## config.mk

```make
export PLATFORM = sky130hd
export DESIGN_NAME = sys_protect_reset_ctl
export DESIGN_NICKNAME = d
export VERILOG_FILES = /design/src/protect_unlock_seq.v /design/src/reset_pin_filter.v /design/src/sys_protect_reset_ctl.v
export VERILOG_INCLUDE_DIRS = /design/src
export SDC_FILE = /design/constraint.sdc
export NUM_CORES = 1
export LEC_CHECK = 0
export BUFFER_PORTS_ARGS = -buffer_cell sky130_fd_sc_hd__buf_2
export CORE_ASPECT_RATIO = 0.8
export CORE_MARGIN = 5
export CORE_UTILIZATION = 40
export CTS_CLUSTER_DIAMETER = 200
export DETAILED_ROUTE_END_ITERATION = 8
export SLEW_MARGIN = 20
export SYNTH_ARGS = -nofsm -noshare
export SYNTH_HDL_FRONTEND = slang
export SYNTH_SLANG_ARGS = --single-unit
```

## constraint.sdc

```tcl
create_clock -name i_clk -period 3.3 [get_ports i_clk]
set_input_delay 0.33 -clock i_clk [delete_from_list [all_inputs] [get_ports i_clk]]
set_output_delay 0.33 -clock i_clk [all_outputs]
set_load 0.02 [all_outputs]
```

## src/sys_ctl_defs.vh

```
// Purpose: shared constants for the system-control protection and reset block
// Assumes: AXI4-Lite register access, 32-bit data, byte addresses below 0x1000
// Notes: included by every design file of the block
// Notes on behaviour
// - the power-on-reset circuit is switched off while the disable code field holds 0x5AA5.
// - any other written code, or a chip reset from pin, watchdog, low voltage or software, turns it on again.
// - the disable code field is protected and only takes writes while protection is unlocked.
// - bit 31 of the de-bounce register enables reset-pin filtering; 0, the default, bypasses it.
// - the reset pin is filtered over a 16-bit cycle count that defaults to 0x04B0.
// - protected registers are locked from power-on reset until the unlock sequence completes.
// - a wrong value, wrong order or a write to another address aborts the unlock attempt.
// - bit 0 of the protection register reads 1 when protection is off and 0 when it is on.
// - once unlocked, any write to the protection register locks again and clears bit 0.
// - while locked, writes to protected registers are silently dropped.
`ifndef SYS_CTL_DEFS_VH
`define SYS_CTL_DEFS_VH

`define ADDR_W 12
`define DATA_W 32

`define OFS_POR_DISABLE_CTL 12'h100
`define OFS_RESET_PIN_DEBOUNCE_CTL 12'h10C
`define OFS_WRITE_PROTECT_CTL 12'h1FC

`define POR_CODE_MSB 15
`define POR_CODE_RST 16'h0000
`define POR_OFF_CODE 16'h5AA5

`define FILTER_ON_BIT 31
`define FILTER_CNT_MSB 15
`define FILTER_CNT_RST 16'h04B0

`define PROTECT_STATUS_BIT 0
`define UNLOCK_KEY0 8'h59
`define UNLOCK_KEY1 8'h16
`define UNLOCK_KEY2 8'h88

`define RESP_OKAY 2'b00
`define RESP_SLVERR 2'b10

`endif

```

## src/protect_unlock_seq.v

```verilog
// Purpose: three-key unlock sequencer for register write protection
// Assumes: i_wr is a one-cycle pulse per completed bus write
// Notes: i_key_ok is low when the low byte lane was not written
`timescale 1ns/10ps
`include "sys_ctl_defs.vh"
module protect_unlock_seq (
  input wire i_clk,
  input wire i_rst,
  input wire i_wr,
  input wire i_wr_ctl,
  input wire i_key_ok,
  input wire [7:0] i_key,
  output reg o_unlocked_q
);
  localparam ST_IDLE = 2'b00;
  localparam ST_GOT0 = 2'b01;
  localparam ST_GOT1 = 2'b10;
  localparam ST_OPEN = 2'b11;

  reg [1:0] state_q;
  reg [1:0] state_d;

  always @* begin
    state_d = state_q;
    if (i_wr) begin
      case (state_q)
        ST_OPEN: begin
          if (i_wr_ctl) begin
            state_d = ST_IDLE;
          end
        end
        ST_GOT0: begin
          if (i_wr_ctl && i_key_ok && i_key == `UNLOCK_KEY1) begin
            state_d = ST_GOT1;
          end else if (i_wr_ctl && i_key_ok && i_key == `UNLOCK_KEY0) begin
            state_d = ST_GOT0;
          end else begin
            state_d = ST_IDLE;
          end
        end
        ST_GOT1: begin
          if (i_wr_ctl && i_key_ok && i_key == `UNLOCK_KEY2) begin
            state_d = ST_OPEN;
          end else if (i_wr_ctl && i_key_ok && i_key == `UNLOCK_KEY0) begin
            state_d = ST_GOT0;
          end else begin
            state_d = ST_IDLE;
          end
        end
        default: begin
          if (i_wr_ctl && i_key_ok && i_key == `UNLOCK_KEY0) begin
            state_d = ST_GOT0;
          end else begin
            state_d = ST_IDLE;
          end
        end
      endcase
    end
  end

  always @(posedge i_clk or posedge i_rst) begin
    if (i_rst) begin
      state_q <= ST_IDLE;
      o_unlocked_q <= 1'b0;
    end else begin
      state_q <= state_d;
      o_unlocked_q <= (state_d == ST_OPEN);
    end
  end
endmodule

```

## src/reset_pin_filter.v

```verilog
// Purpose: de-bounce filter for the active-low external reset pin
// Assumes: the pin is asynchronous; the filter count is in i_clk cycles
// Notes: with filtering on, a change must hold for count+1 synchronised cycles before it is passed on; with it off, it passes at once
`timescale 1ns/10ps
`include "sys_ctl_defs.vh"
module reset_pin_filter (
  input wire i_clk,
  input wire i_rst,
  input wire i_pin_n,
  input wire i_filter_on,
  input wire [`FILTER_CNT_MSB:0] i_filter_count,
  output reg o_reset_req_q
);
  reg sync1_q;
  reg sync2_q;
  reg level_q;
  reg [`FILTER_CNT_MSB:0] cnt_q;

  // pin rests high, so the synchroniser resets to the released level
  always @(posedge i_clk or posedge i_rst) begin
    if (i_rst) begin
      sync1_q <= 1'b1;
      sync2_q <= 1'b1;
    end else begin
      sync1_q <= i_pin_n;
      sync2_q <= sync1_q;
    end
  end

  always @(posedge i_clk or posedge i_rst) begin
    if (i_rst) begin
      level_q <= 1'b1;
      cnt_q <= {(`FILTER_CNT_MSB + 1){1'b0}};
      o_reset_req_q <= 1'b0;
    end else begin
      if (!i_filter_on) begin
        level_q <= sync2_q;
        cnt_q <= {(`FILTER_CNT_MSB + 1){1'b0}};
        o_reset_req_q <= ~sync2_q;
      end else if (sync2_q == level_q) begin
        cnt_q <= {(`FILTER_CNT_MSB + 1){1'b0}};
        o_reset_req_q <= ~level_q;
      end else if (cnt_q >= i_filter_count) begin
        level_q <= sync2_q;
        cnt_q <= {(`FILTER_CNT_MSB + 1){1'b0}};
        o_reset_req_q <= ~sync2_q;
      end else begin
        cnt_q <= cnt_q + {{`FILTER_CNT_MSB{1'b0}}, 1'b1};
        o_reset_req_q <= ~level_q;
      end
    end
  end
endmodule

```

## src/sys_protect_reset_ctl.v

```verilog
// Purpose: write-protection lock, power-on-reset disable and reset-pin filter registers
// Assumes: AXI4-Lite slave on i_clk; chip-reset inputs are single-clock pulses from local logic
// Notes: unmapped addresses answer SLVERR; locked writes answer OKAY and change nothing
`timescale 1ns/10ps
`include "sys_ctl_defs.vh"
module sys_protect_reset_ctl (
  input wire i_clk,
  input wire i_rst,
  input wire [`ADDR_W-1:0] i_s_axi_awaddr,
  input wire i_s_axi_awvalid,
  output reg o_s_axi_awready,
  input wire [`DATA_W-1:0] i_s_axi_wdata,
  input wire [3:0] i_s_axi_wstrb,
  input wire i_s_axi_wvalid,
  output reg o_s_axi_wready,
  output reg [1:0] o_s_axi_bresp,
  output reg o_s_axi_bvalid,
  input wire i_s_axi_bready,
  input wire [`ADDR_W-1:0] i_s_axi_araddr,
  input wire i_s_axi_arvalid,
  output reg o_s_axi_arready,
  output reg [`DATA_W-1:0] o_s_axi_rdata,
  output reg [1:0] o_s_axi_rresp,
  output reg o_s_axi_rvalid,
  input wire i_s_axi_rready,
  input wire i_reset_pin_n,
  input wire i_watchdog_reset,
  input wire i_low_voltage_reset,
  input wire i_sw_chip_reset,
  output reg o_por_off,
  output wire o_reset_pin_req,
  output wire o_protect_off
);
  reg [`ADDR_W-1:0] awaddr_q;
  reg [`DATA_W-1:0] wdata_q;
  reg [3:0] wstrb_q;

  reg [`POR_CODE_MSB:0] por_code_q;
  reg filter_on_q;
  reg [`FILTER_CNT_MSB:0] filter_count_q;

  wire wr_fire;
  wire wr_por;
  wire wr_deb;
  wire wr_ctl;
  wire wr_mapped;
  wire chip_reset;
  wire unlocked;
  wire pin_req;

  reg [`DATA_W-1:0] rd_data;
  reg rd_hit;

  // address and data are held until both have arrived, in either order
  assign wr_fire = !o_s_axi_awready && !o_s_axi_wready && !o_s_axi_bvalid;
  assign wr_por = (awaddr_q == `OFS_POR_DISABLE_CTL);
  assign wr_deb = (awaddr_q == `OFS_RESET_PIN_DEBOUNCE_CTL);
  assign wr_ctl = (awaddr_q == `OFS_WRITE_PROTECT_CTL);
  assign wr_mapped = wr_por || wr_deb || wr_ctl;

  // a filtered pin reset counts as a chip reset just like the other sources
  assign chip_reset = pin_req || i_watchdog_reset || i_low_voltage_reset || i_sw_chip_reset;

  assign o_protect_off = unlocked;
  assign o_reset_pin_req = pin_req;

  protect_unlock_seq u_unlock (
    .i_clk(i_clk),
    .i_rst(i_rst),
    .i_wr(wr_fire),
    .i_wr_ctl(wr_ctl),
    .i_key_ok(wstrb_q[0]),
    .i_key(wdata_q[7:0]),
    .o_unlocked_q(unlocked)
  );

  reset_pin_filter u_pin_filter (
    .i_clk(i_clk),
    .i_rst(i_rst),
    .i_pin_n(i_reset_pin_n),
    .i_filter_on(filter_on_q),
    .i_filter_count(filter_count_q),
    .o_reset_req_q(pin_req)
  );

  // write address channel
  always @(posedge i_clk or posedge i_rst) begin
    if (i_rst) begin
      o_s_axi_awready <= 1'b1;
      awaddr_q <= {`ADDR_W{1'b0}};
    end else begin
      if (i_s_axi_awvalid && o_s_axi_awready) begin
        o_s_axi_awready <= 1'b0;
        awaddr_q <= {i_s_axi_awaddr[`ADDR_W-1:2], 2'b00};
      end else if (o_s_axi_bvalid && i_s_axi_bready) begin
        o_s_axi_awready <= 1'b1;
      end
    end
  end

  // write data channel
  always @(posedge i_clk or posedge i_rst) begin
    if (i_rst) begin
      o_s_axi_wready <= 1'b1;
      wdata_q <= {`DATA_W{1'b0}};
      wstrb_q <= 4'h0;
    end else begin
      if (i_s_axi_wvalid && o_s_axi_wready) begin
        o_s_axi_wready <= 1'b0;
        wdata_q <= i_s_axi_wdata;
        wstrb_q <= i_s_axi_wstrb;
      end else if (o_s_axi_bvalid && i_s_axi_bready) begin
        o_s_axi_wready <= 1'b1;
      end
    end
  end

  // write response: one cycle after both halves are held
  always @(posedge i_clk or posedge i_rst) begin
    if (i_rst) begin
      o_s_axi_bvalid <= 1'b0;
      o_s_axi_bresp <= `RESP_OKAY;
    end else begin
      if (wr_fire) begin
        o_s_axi_bvalid <= 1'b1;
        o_s_axi_bresp <= wr_mapped ? `RESP_OKAY : `RESP_SLVERR;
      end else if (o_s_axi_bvalid && i_s_axi_bready) begin
        o_s_axi_bvalid <= 1'b0;
      end
    end
  end

  // power-on-reset disable code, protected
  always @(posedge i_clk or posedge i_rst) begin
    if (i_rst) begin
      por_code_q <= `POR_CODE_RST;
    end else begin
      if (chip_reset) begin
        // chip reset outranks a write landing in the same cycle
        por_code_q <= `POR_CODE_RST;
      end else if (wr_fire && wr_por && unlocked) begin
        if (wstrb_q[0]) begin
          por_code_q[7:0] <= wdata_q[7:0];
        end
        if (wstrb_q[1]) begin
          por_code_q[15:8] <= wdata_q[15:8];
        end
      end
    end
  end

  always @(posedge i_clk or posedge i_rst) begin
    if (i_rst) begin
      o_por_off <= 1'b0;
    end else begin
      o_por_off <= (por_code_q == `POR_OFF_CODE);
    end
  end

  // reset-pin de-bounce control, not protected
  always @(posedge i_clk or posedge i_rst) begin
    if (i_rst) begin
      filter_on_q <= 1'b0;
      filter_count_q <= `FILTER_CNT_RST;
    end else begin
      if (wr_fire && wr_deb) begin
        if (wstrb_q[3]) begin
          filter_on_q <= wdata_q[`FILTER_ON_BIT];
        end
        if (wstrb_q[0]) begin
          filter_count_q[7:0] <= wdata_q[7:0];
        end
        if (wstrb_q[1]) begin
          filter_count_q[15:8] <= wdata_q[15:8];
        end
      end
    end
  end

  // read decode; reserved bits read as zero
  always @* begin
    rd_data = {`DATA_W{1'b0}};
    rd_hit = 1'b1;
    case ({i_s_axi_araddr[`ADDR_W-1:2], 2'b00})
      `OFS_POR_DISABLE_CTL: begin
        rd_data[`POR_CODE_MSB:0] = por_code_q;
      end
      `OFS_RESET_PIN_DEBOUNCE_CTL: begin
        rd_data[`FILTER_ON_BIT] = filter_on_q;
        rd_data[`FILTER_CNT_MSB:0] = filter_count_q;
      end
      `OFS_WRITE_PROTECT_CTL: begin
        rd_data[`PROTECT_STATUS_BIT] = unlocked;
      end
      default: begin
        rd_hit = 1'b0;
      end
    endcase
  end

  // read channel: data one cycle after the address is taken
  always @(posedge i_clk or posedge i_rst) begin
    if (i_rst) begin
      o_s_axi_arready <= 1'b1;
      o_s_axi_rvalid <= 1'b0;
      o_s_axi_rdata <= {`DATA_W{1'b0}};
      o_s_axi_rresp <= `RESP_OKAY;
    end else begin
      if (i_s_axi_arvalid && o_s_axi_arready) begin
        o_s_axi_arready <= 1'b0;
        o_s_axi_rvalid <= 1'b1;
        o_s_axi_rdata <= rd_data;
        o_s_axi_rresp <= rd_hit ? `RESP_OKAY : `RESP_SLVERR;
      end else if (o_s_axi_rvalid && i_s_axi_rready) begin
        o_s_axi_rvalid <= 1'b0;
        o_s_axi_arready <= 1'b1;
      end
    end
  end
endmodule

```

Yosys cells after proc, flatten, opt, wreduce, memory -nomap -nowiden:

Index checks and enable logic that the tools add are counted.

* multiply operators: 0
* magnitude comparators: 1
* muxes and demuxes: 34
* reduce and logical (&&, ||, !) cells: 36
* equality and inequality tests: 17
* div/mod/pow operators: 0
* shift-type cells: 0
* bitwise logic cells: 2
* $add $sub $neg: 1

Operators with widths (number)
* $mux W16: 5
* $eq A10 B7 Y1 const B: 6
* $pmux W15 S2: 1
* $mux W1: 18
* $add A16 B1 Y16 const B: 1
* $eq A16 B15 Y1 const B: 1
* $ge A16 B16 Y1: 1
* $mux W8: 2
* $logic_and A1 B1 Y1: 14
* $reduce_bool A2 Y1: 7
* $mux W2: 6
* $reduce_and A2 Y1: 6
* $eq A8 B5 Y1 const B: 1
* $eq A8 B7 Y1 const B: 1
* $eq A8 B8 Y1 const B: 1
* $eq A2 B2 Y1 const B: 3
* $pmux W2 S3: 1
* $logic_or A1 B1 Y1: 5
* $logic_not A1 Y1: 3
* $pmux W1 S3: 1
* $reduce_or A3 Y1: 1
* $eq A2 B1 Y1 const B: 1
* $ne A2 B1 Y1 const B: 1
* $ne A2 B2 Y1 const B: 1
* 2 further kinds: 3

* logic and storage cells: 115
* memories kept: 0
* input port bits: 71
* flip-flop bits (word level): 129
* bits in writable memories: 0
* ROM bits: 0
* bits in latches: 0
* output and inout port bits: 44

Longest topological paths before layout:

Gate-level depths: netlist of run 1.

* word-level depth: 8
* mapped depth: 8
* mapped depth without buffers: 7

Modules after synthesis:

A second synthesis of run 1 with hierarchy kept.

* cell total of the unflattened synthesis: 428
* area total of the unflattened synthesis: 5291.3 µm²

By module, submodules not included
* sys_protect_reset_ctl: cells an instance 267, seq. area each 2210.9 µm², instances 1, area an instance 3734.8 µm²
* reset_pin_filter: cells an instance 132, seq. area each 504.2 µm², instances 1, area an instance 1310.0 µm²
* protect_unlock_seq: cells an instance 29, seq. area each 75.1 µm², instances 1, area an instance 246.5 µm²

Worst setup path before layout of run 1:

Ideal clock, no wire load.

* path kind: reg-to-reg
* from: register u_pin_filter.cnt_q[0]
* to: register u_pin_filter.level_q
* stages on the path, launching flop included: 8
* library setup time: 0.085 ns
* period minus slack after synthesis: 2.053 ns
* path buffers: 0
* path slack: 1.247 ns
* data required time: 3.215 ns
* data arrival time: 1.969 ns
* cell sequence: dfrtp_1 inv_1 ha_1 nand2b_4 a2111o_1 a311oi_2 o21ai_1 mux2_1

* longest elaborated chain between the ends: 3

RTL lines
* from (decl): line reset_pin_filter.v:17 `` reg [`FILTER_CNT_MSB:0] cnt_q; ``
* from (signal assigned): line reset_pin_filter.v:33 `` cnt_q <= {(`FILTER_CNT_MSB + 1){1'b0}}; ``
* from (signal assigned): line reset_pin_filter.v:38 `` cnt_q <= {(`FILTER_CNT_MSB + 1){1'b0}}; ``
* from (signal assigned): line reset_pin_filter.v:41 `` cnt_q <= {(`FILTER_CNT_MSB + 1){1'b0}}; ``
* $ge A16 B16 Y1: line reset_pin_filter.v:43 `end else if (cnt_q >= i_filter_count) begin`
* $ne A2 B1 Y1 (no source line)
* $reduce_and A2 Y1 (no source line)
* to (signal assigned): line reset_pin_filter.v:37 `level_q <= sync2_q;`
* to (signal assigned): line reset_pin_filter.v:44 `level_q <= sync2_q;`
* to (decl): line reset_pin_filter.v:16 `reg level_q;`

No other way between the ends.
A chain may end at the register's enable or synchronous reset.

Worst setup path in the final report of run 1:

* from: register filter_count_q[0]
* to: register u_pin_filter.cnt_q[8]

* longest elaborated chain between the ends: 4

RTL lines
* from (decl): line sys_protect_reset_ctl.v:40 `` reg [`FILTER_CNT_MSB:0] filter_count_q; ``
* from (signal assigned): line sys_protect_reset_ctl.v:164 `` filter_count_q <= `FILTER_CNT_RST; ``
* from (signal assigned): line sys_protect_reset_ctl.v:171 `filter_count_q[7:0] <= wdata_q[7:0];`
* $ge A16 B16 Y1: line reset_pin_filter.v:43
* $mux W16: line reset_pin_filter.v:43
* $mux W16: line reset_pin_filter.v:40 `end else if (sync2_q == level_q) begin`
* $mux W16: line reset_pin_filter.v:36 `if (!i_filter_on) begin`
* to (signal assigned): line reset_pin_filter.v:38
* to (signal assigned): line reset_pin_filter.v:41
* to (signal assigned): line reset_pin_filter.v:45 `` cnt_q <= {(`FILTER_CNT_MSB + 1){1'b0}}; ``

No other way between the ends.

==> results.txt, run 1 <==
The flow ran to the end, and the final reports show no timing, DRC or antenna violations. In this run, post-CTS repair resized a total of 0 instances. Clock latency on the worst-skew pair, taken at its later pin, is 350 ps.

Leaving out filler cells and counting taps, the final layout contains 706. In this run the core area contains 37 standard-cell rows. Compared with the post-synthesis result, the final layout area differs by 15.8%. Overall track demand over capacity in global routing: 0.152. The type of the most critical hold path was in2reg. Post-CTS timing repair inserted 0 buffers for setup.

The kind of start point of the critical path was a register. In this run the cell area of the synthesized design comes to 5270 sq um. Entering global routing, the biggest net connects 67 pins. The run gives 0 as the sum of overflow across all layers after global routing.

Dividing the detail-routed wire length by the instance count gives 16.3 um. The routed layout has 3665 vias. For the finished layout, the period the worst path requires is 2400 ps.

The actual slew at the worst max-slew pin was 994 ps; the HPWL after detailed placement was 8.74 mm. The remaining antenna violation count after routing is 0, and the fraction of the cycle the final worst path needs is 0.727. The logs give 4 for the first-pass iteration count of the detailed router and 3 for the number of levels in the clock H-tree. Buffers placed on the I/O ports in this run total 77. After detailed placement, the design holds a cell count of 690. The synthesized netlist contains 59 unique library cells. For the number of clock sinks seen by CTS, the log shows 111. Averaged over all synthesized cells, the footprint is 11.8 sq um. The critical path endpoint category is a register. In this run the register-to-register setup slack is 900 ps. For the worst slew margin relative to its limit, the log shows 0.336. For the number of design-rule violations left by the first detailed-router iteration, the log shows 284. Setup repair after global routing left no endpoint under its margin.

For the reported max-cap violation count, the log shows 0. In the layout the commonest cells are 101 x dfrtp_1, 77 x buf_2, 35 x nand2_1. Leaving out fill and tap cells, the most frequent cell in the layout is dfrtp_1. The repair_antennas step left the layout with diodes totalling 0. The ratio of cells with drive above 1 in the final layout was 0.299.

After layout, the worst setup slack is 900 ps. Among all flip-flop cells after synthesis, the most frequent one is dfrtp_1. Number of global-route vias before repair: 3702. The run gives 0 as the residual DRC count. TritonCTS built the clock tree. Number of hold-slack violations in the final timing report: 0. Hold repair after CTS inserted 0 buffers. The clock edge transition at the registers on the reported setup and hold paths was 70 ps. In the final timing run, aggregate negative setup slack is 0 ps.

The data arrival time at the worst-slack endpoint is 2670 ps. The tools report the effective utilization at floorplan as 0.409. The tree is rooted in a clkbuf_16. Setup violations remaining at the end of the flow were counted as 0. The largest voltage drop on the vdd net came out at 0.000234 V.

Pin placement for this block handled 115 I/O pins. For this run, the number of Yosys warnings is 0. For this block, the routed nets add up to 11.5 mm of wire.

Share of flip-flops with an asynchronous set or reset after synthesis: 1.00. Of all nets on the critical path, the largest fanout is 16. Counting flops and latches in the post-synthesis netlist gives 111. The data required time of the worst path came out at 3570 ps.

The die span in y is 113 um. The core box area is 12900 sq um, and the setup slack at placement is 887 ps. Using the TritonRoute via totals, the vias-per-cell ratio works out to 5.19. The run gives 0 as the number of antenna violations at the first check in global routing.

The overall die area is 15600 sq um. The part of the Yosys area used for sequential elements is 0.530. For the final database, setup skew stands at 9.16 ps. The number of max-slew violations in the final report came out at 0. In this run the static leakage power is 2.78 nW. The first global-routing pass estimated 19.2 mm of wire. In this run the horizontal extent of the chip is 138 um. The net count of the finished layout is 614.

The critical path class was reg2reg. The number of buffers added by the clock tree synthesis step was 9. Counting every instance in the synthesized netlist gives 448.

The logs give 0.876 for the weighted congestion reported at the end of routability-driven placement and 0.417 GHz for the maximum clock frequency. The number of enable-type register cells in the synthesized netlist is 0, and the number of buffers on the longest clock path is 2. The power density of the placed cells came out at 600 nW/um^2.
-- layer usage --
metal	part of all wire	up-vias	wire (um)	GRT usage
met2	0.44	111	5010	0.224
met3	0.062	12	709	0.0417
met4	0.013	0	149	0.0454
met5	0	-	0	0
li1	-	1742	-	-
met1	0.49	1800	5620	0.219
-- layout make-up --
| cell class | instances | area [sq um] |
|---|---|---|
| fillers | 1196 | 6770 |
| multi-input cells | 301 | 2260 |
| repair buffers | 79 | 400 |
| clock buffers | 10 | 239 |
| clock inverters | 6 | 101 |
| inverters | 24 | 92.6 |
| well taps | 175 | 219 |
| flip-flops and latches | 111 | 2790 |
-- synthesized netlist by cell type (2+ instances only) --
| master | instances | area [sq um] |
|---|---|---|
| nand2_2 | 2 | 12.5 |
| clkbuf_1 | 5 | 18.8 |
| mux2i_1 | 4 | 40.0 |
| buf_4 | 18 | 135 |
| and2_1 | 2 | 12.5 |
| nor3_2 | 2 | 20.0 |
| nor2_1 | 12 | 45.0 |
| nor3_1 | 5 | 25.0 |
| nand2_1 | 35 | 131 |
| inv_1 | 24 | 90.1 |
| mux2_1 | 18 | 203 |
| nor4_1 | 5 | 31.3 |
| and3_1 | 5 | 31.3 |
| dfstp_2 | 10 | 263 |
| ha_1 | 17 | 213 |
| or4_1 | 2 | 15.0 |
| a21oi_1 | 6 | 30.0 |
| nor4bb_1 | 3 | 30.0 |
| nand2b_1 | 3 | 18.8 |
| buf_2 | 3 | 15.0 |
| a22oi_1 | 16 | 120 |
| a21o_1 | 2 | 15.0 |
| xnor2_1 | 8 | 70.1 |
| o21ai_1 | 22 | 110 |
| nand3_1 | 9 | 45.0 |
| a22o_1 | 16 | 140 |
| dfrtp_1 | 101 | 2530 |
| and4_1 | 4 | 35.0 |
| nor2_2 | 9 | 56.3 |
| nand4b_1 | 2 | 17.5 |
| o21ai_0 | 7 | 35.0 |
| nor3_4 | 2 | 32.5 |
| nand4_1 | 7 | 43.8 |
| xor2_1 | 7 | 61.3 |
| mux2_2 | 30 | 338 |
| buf_6 | 2 | 22.5 |
-- sequential cells by signal, indices dropped and copies added (netlist names), 2 cells and up --
register            flops
awaddr_q               10
filter_count_q         16
o_s_axi_rdata          17
por_code_q             16
u_pin_filter.cnt_q     16
u_unlock.state_q        2
wdata_q                17
wstrb_q                 3
-- final timing paths --
kind | start | to | cells past startpoint
worst max-delay path | filter_count_q[0] | u_pin_filter.cnt_q[8] | 6
worst min-delay path | i_reset_pin_n | u_pin_filter.sync1_q | 1
worst max register to register | filter_count_q[0] | u_pin_filter.cnt_q[8] | 6
worst min register to register | u_pin_filter.sync1_q | u_pin_filter.sync2_q | 0
max in group asynchronous | i_rst | filter_count_q[10] | 3
min in group asynchronous | i_rst | o_s_axi_bvalid | 2
-- metrics by stage --
stage	hold slack, ps	power (mW)	instance area [sq um]	util
global placement	348	2.45	5760	0.448
CTS	69.5	3.69	6100	0.474
floorplan	334	2.27	5330	-
finish	82.3	3.66	6100	0.474
detailed placement	347	2.48	5760	0.448
global route	69.3	3.84	6100	0.474
-- logic make-up after synthesis --
kind of cell | share of synthesized area
flops | 0.530
simple gates | 0.136
compound gates | 0.105
fa+ha+maj | 0.0404
mux | 0.110
xor+xnor | 0.0249
other cells | 0.000712
buf+inv | 0.0534
-- critical path, stage by stage (launching register included) --
cell	delay [ps]
dfrtp_1	430
ha_1	310
nand2b_4	140
a2111o_1	420
a311oi_2	340
o211ai_2	460
nor2_2	230
-- report_power, final --
group | leakage, nW | total (mW) | switching (mW) | internal (mW)
Clock | 0.162 | 1.20 | 0.506 | 0.698
Combinational | 1.18 | 0.599 | 0.294 | 0.305
Sequential | 1.44 | 1.86 | 0.250 | 1.61
No activity file was read; power rests on OpenSTA's default activity.
==> inputs of run 2 (changes only) <==
Clock period 3.3 ns to 2.2 ns, I/O delays scaled along.
==> run 2 against run 1 <==
  * Critical path depth increased by 1
  * Cell area increased by 0.86%
  * Critical endpoint is now u_pin_filter.level_q
  * Critical path type unchanged
  * Highest routed layer unchanged
  * Fmax increased by 16%
  * Combinational power increased by 58%
==> results.txt, run 2 (synthesis results as in run 1) <==
The tools report the post-layout utilization of the core as 0.478 (+0.00408). Leaving out fill and tap cells, the most frequent cells in the layout are 101 x dfrtp_1, 77 x buf_2, 35 x nand2_1. The run gives 0 (unchanged) as the number of max-slew violations in the final report.

The run gives 0.000402 V (+72%) as the largest voltage drop on the vdd net. The worst setup path is launched from a register. The stage delay of the slowest cell on the critical path was 550 ps (+90 ps). The library cell used most frequently in the layout, excluding fill and tap cells, is dfrtp_1. TritonCTS built the clock tree. The row count is 37 (unchanged).

The overall track demand over capacity in global routing is 0.154 (+0.00237). For the number of antenna cells inserted, the log shows 0 (unchanged). The clock insertion delay at the later pin of the skew report was 350 ps (about the same). The data arrival time at the worst-slack endpoint is 2340 ps (-330 ps). The number of setup violations in the final report was 0 (unchanged); the worst setup margin was 134 ps (-766 ps).

The number of nets in the final layout is 622 (+1.3%), and the share of power burned in combinational logic is 0.178 (+0.014). The routed via count was 3649 (-0.44%); the data required time of the worst path was 2470 ps (-1100 ps). Die span in y: 113 um (unchanged). The average routed wire per standard cell was 16.0 um (-1.8%).

The number of placed instances with taps included was 697 (+1.0%). The logs give 5840 sq um (+1.4%) for the post-place instance area and 0 (unchanged) for the number of setup buffers added after CTS. Number of levels in the clock H-tree: 3 (unchanged).

The switching power was 1.59 mW (+52%). The logs give 111 (unchanged) for the number of clock sinks seen by CTS and 17.6 ps (-64.8 ps) for the worst hold margin. The tools report the worst reg2reg path endpoint as u_pin_filter.level_q. The tools report the area of combinational cells with multiple inputs as 2270 sq um (+0.67%). Maximum clock frequency: 0.484 GHz (+16%). Beginning of the worst register-to-register path: filter_count_q[5].

Number of hold-slack violations in the final timing report: 0 (unchanged). The tools report the final cell area excluding filler cells as 6150 sq um (+0.86%). The die boundary width came out at 138 um (unchanged). The sum of buffers and inverters on the critical path is 1 (+1). The register share of total power is 0.524 (+0.017).

STA classifies the critical path endpoint as a register. The tools report the I/O pin total as 115 (unchanged). The fraction of the cycle the final worst path needs is 0.939 (+0.212), and the sum of negative setup slack is 0 ps (unchanged). The power density of the placed cells works out to 861 nW/um^2 (+44%). The core box area was 12900 sq um (unchanged).

The clock edge transition at the registers on the reported setup and hold paths works out to 80 ps (about the same). The tools report the cell at the root of the clock tree as clkbuf_16. The switching share of power was 0.301 (+0.0137). The flow ran to the end, and the final reports show no timing, DRC or antenna violations.

For the remaining antenna violation count after routing, the log shows 0 (unchanged). The global-route wire length before repair is 19.5 mm (+1.9%). Setup repair after global routing left no endpoint under its margin. The run gives 8.59 mm (-1.7%) as the HPWL after detailed placement. The worst-case reg-to-reg path depth works out to 7 (+1).

The run gives 0.298 (-0.031) as the clock share of power. Total power of the final layout: 5.30 mW (+45%). The maximum net fanout on the critical path came out at 3 (-13). The critical path class was reg2reg. The effective utilization at floorplan came out at 0.409 (unchanged). The residual DRC count is 0 (unchanged), and the setup slack at placement is 66.1 ps (-821 ps). The logs give 112 (+67%) for the pin count of the biggest net entering global routing and 2 (unchanged) for the number of buffers on the longest clock path.

The worst slew margin relative to its limit came out at 0.534 (+0.198). The area growth from synthesis to final layout works out to 16.8%. The library cell contributing the largest single delay on the critical path was dfstp_2. The critical path goes through inv_1 > ha_1 > a211oi_1 > o21bai_1 > a311oi_4 > o21ai_2 > mux2_1. The number of antenna violations at the first check in global routing was 0 (unchanged). The worst clock skew is 9.38 ps (+0.219 ps), and the reported max-cap violation count is 0 (unchanged). The clock period minus worst slack is 2070 ps (-334 ps), and the actual slew at the worst max-slew pin is 700 ps (-294 ps). The weighted congestion reported at the end of routability-driven placement was 0.776 (-11%); the overall die area was 15600 sq um (unchanged).

The sum of overflow across all layers after global routing is 0 (unchanged), and the reg-to-reg setup timing slack is 130 ps (-770 ps). The detailed-route wire length was 11.4 mm (-0.65%). The final non-filler cell total came out at 714 (+1.1%). The run gives 2.81 nW (+0.92%) as the static power due to leakage.

The largest registers in the layout are o_s_axi_rdata (17), wdata_q (17). The number of buffers added by the clock tree synthesis step was 9 (unchanged). The min-delay analysis places its worst path in the category in2async.

For the total of fill cells in the finished design, the log shows 1189 (-0.59%). The number of global-route vias before repair came out at 3785 (+2.2%). For the total area of sequential cells, the log shows 2790 sq um (unchanged).

Ratio of cells with drive above 1 in the final layout: 0.310 (+0.0104). For the number of design-rule violations left by the first detailed-router iteration, the log shows 287 (+1.1%). The run gives 3.71 mW (+42%) as the internal power component. The largest delay contributor family on the critical path is compound AO/OA/AOI/OAI gates. The first-pass iteration count of the detailed router is 4 (unchanged), and the number of buffers added on ports is 77 (unchanged). The ratio of routed vias to standard cells is 5.11 (-1.6%).
==> run 2: power groups by stage <==
stage	Combinational, mW	Sequential, mW	Clock, mW
after floorplan	0.669	2.73	0
after global placement	0.915	2.79	0
after detailed placement	0.950	2.81	0
after CTS	0.951	2.77	1.62
after global routing	1.05	2.82	1.71
final	0.946	2.78	1.58
==> run 2: worst register-to-register path, delay by kind of cell (launching register included) <==
family / cells / cell delay (ps)
AO/OA/AOI/OAI: 4 / 780
adder cells (fa/ha/maj): 1 / 290
buffers and inverters: 1 / 50
flip-flops: 1 / 550
multiplexers: 1 / 310
==> run 2: per-layer routing <==
metal / wire length [um] / global-route usage / vias to the layer above
met2: 5050 / 0.236 / 96
met3: 718 / 0.0388 / 8
met1: 5530 / 0.221 / 1794
met4: 114 / 0.0369 / 0
met5: 0 / 0 / -
li1: - / - / 1751
==> run 2: final cells by class <==
cell class / instances / share of cell area
sequential: 111 / 0.454
timing repair buffer: 87 / 0.0793
multi-input combinational: 301 / 0.369
inverter: 24 / 0.0153
clock inverter: 6 / 0.00814
clock buffer: 10 / 0.0388
tap: 175 / 0.0356
==> run 2: how the worst max path moves through the flow <==
stage | from | endpoint | slack (ps) | cells past startpoint
floorplan | u_pin_filter.cnt_q[0] | u_pin_filter.level_q | 150 | 7
global placement | filter_count_q[0] | u_pin_filter.level_q | 90 | 6
detailed placement | filter_count_q[0] | u_pin_filter.level_q | 70 | 6
CTS | filter_count_q[0] | u_pin_filter.level_q | 50 | 6
global route | filter_count_q[5] | u_pin_filter.cnt_q[15] | 0.2 | 8
finish | filter_count_q[5] | u_pin_filter.level_q | 130 | 7
==> run 2: repair_timing <==
item	4_1_cts	5_1_grt
endpoints found under the hold margin	1	0
hold buffers	1	0
gates resized for setup	0	2
endpoints found under the setup margin	0	15
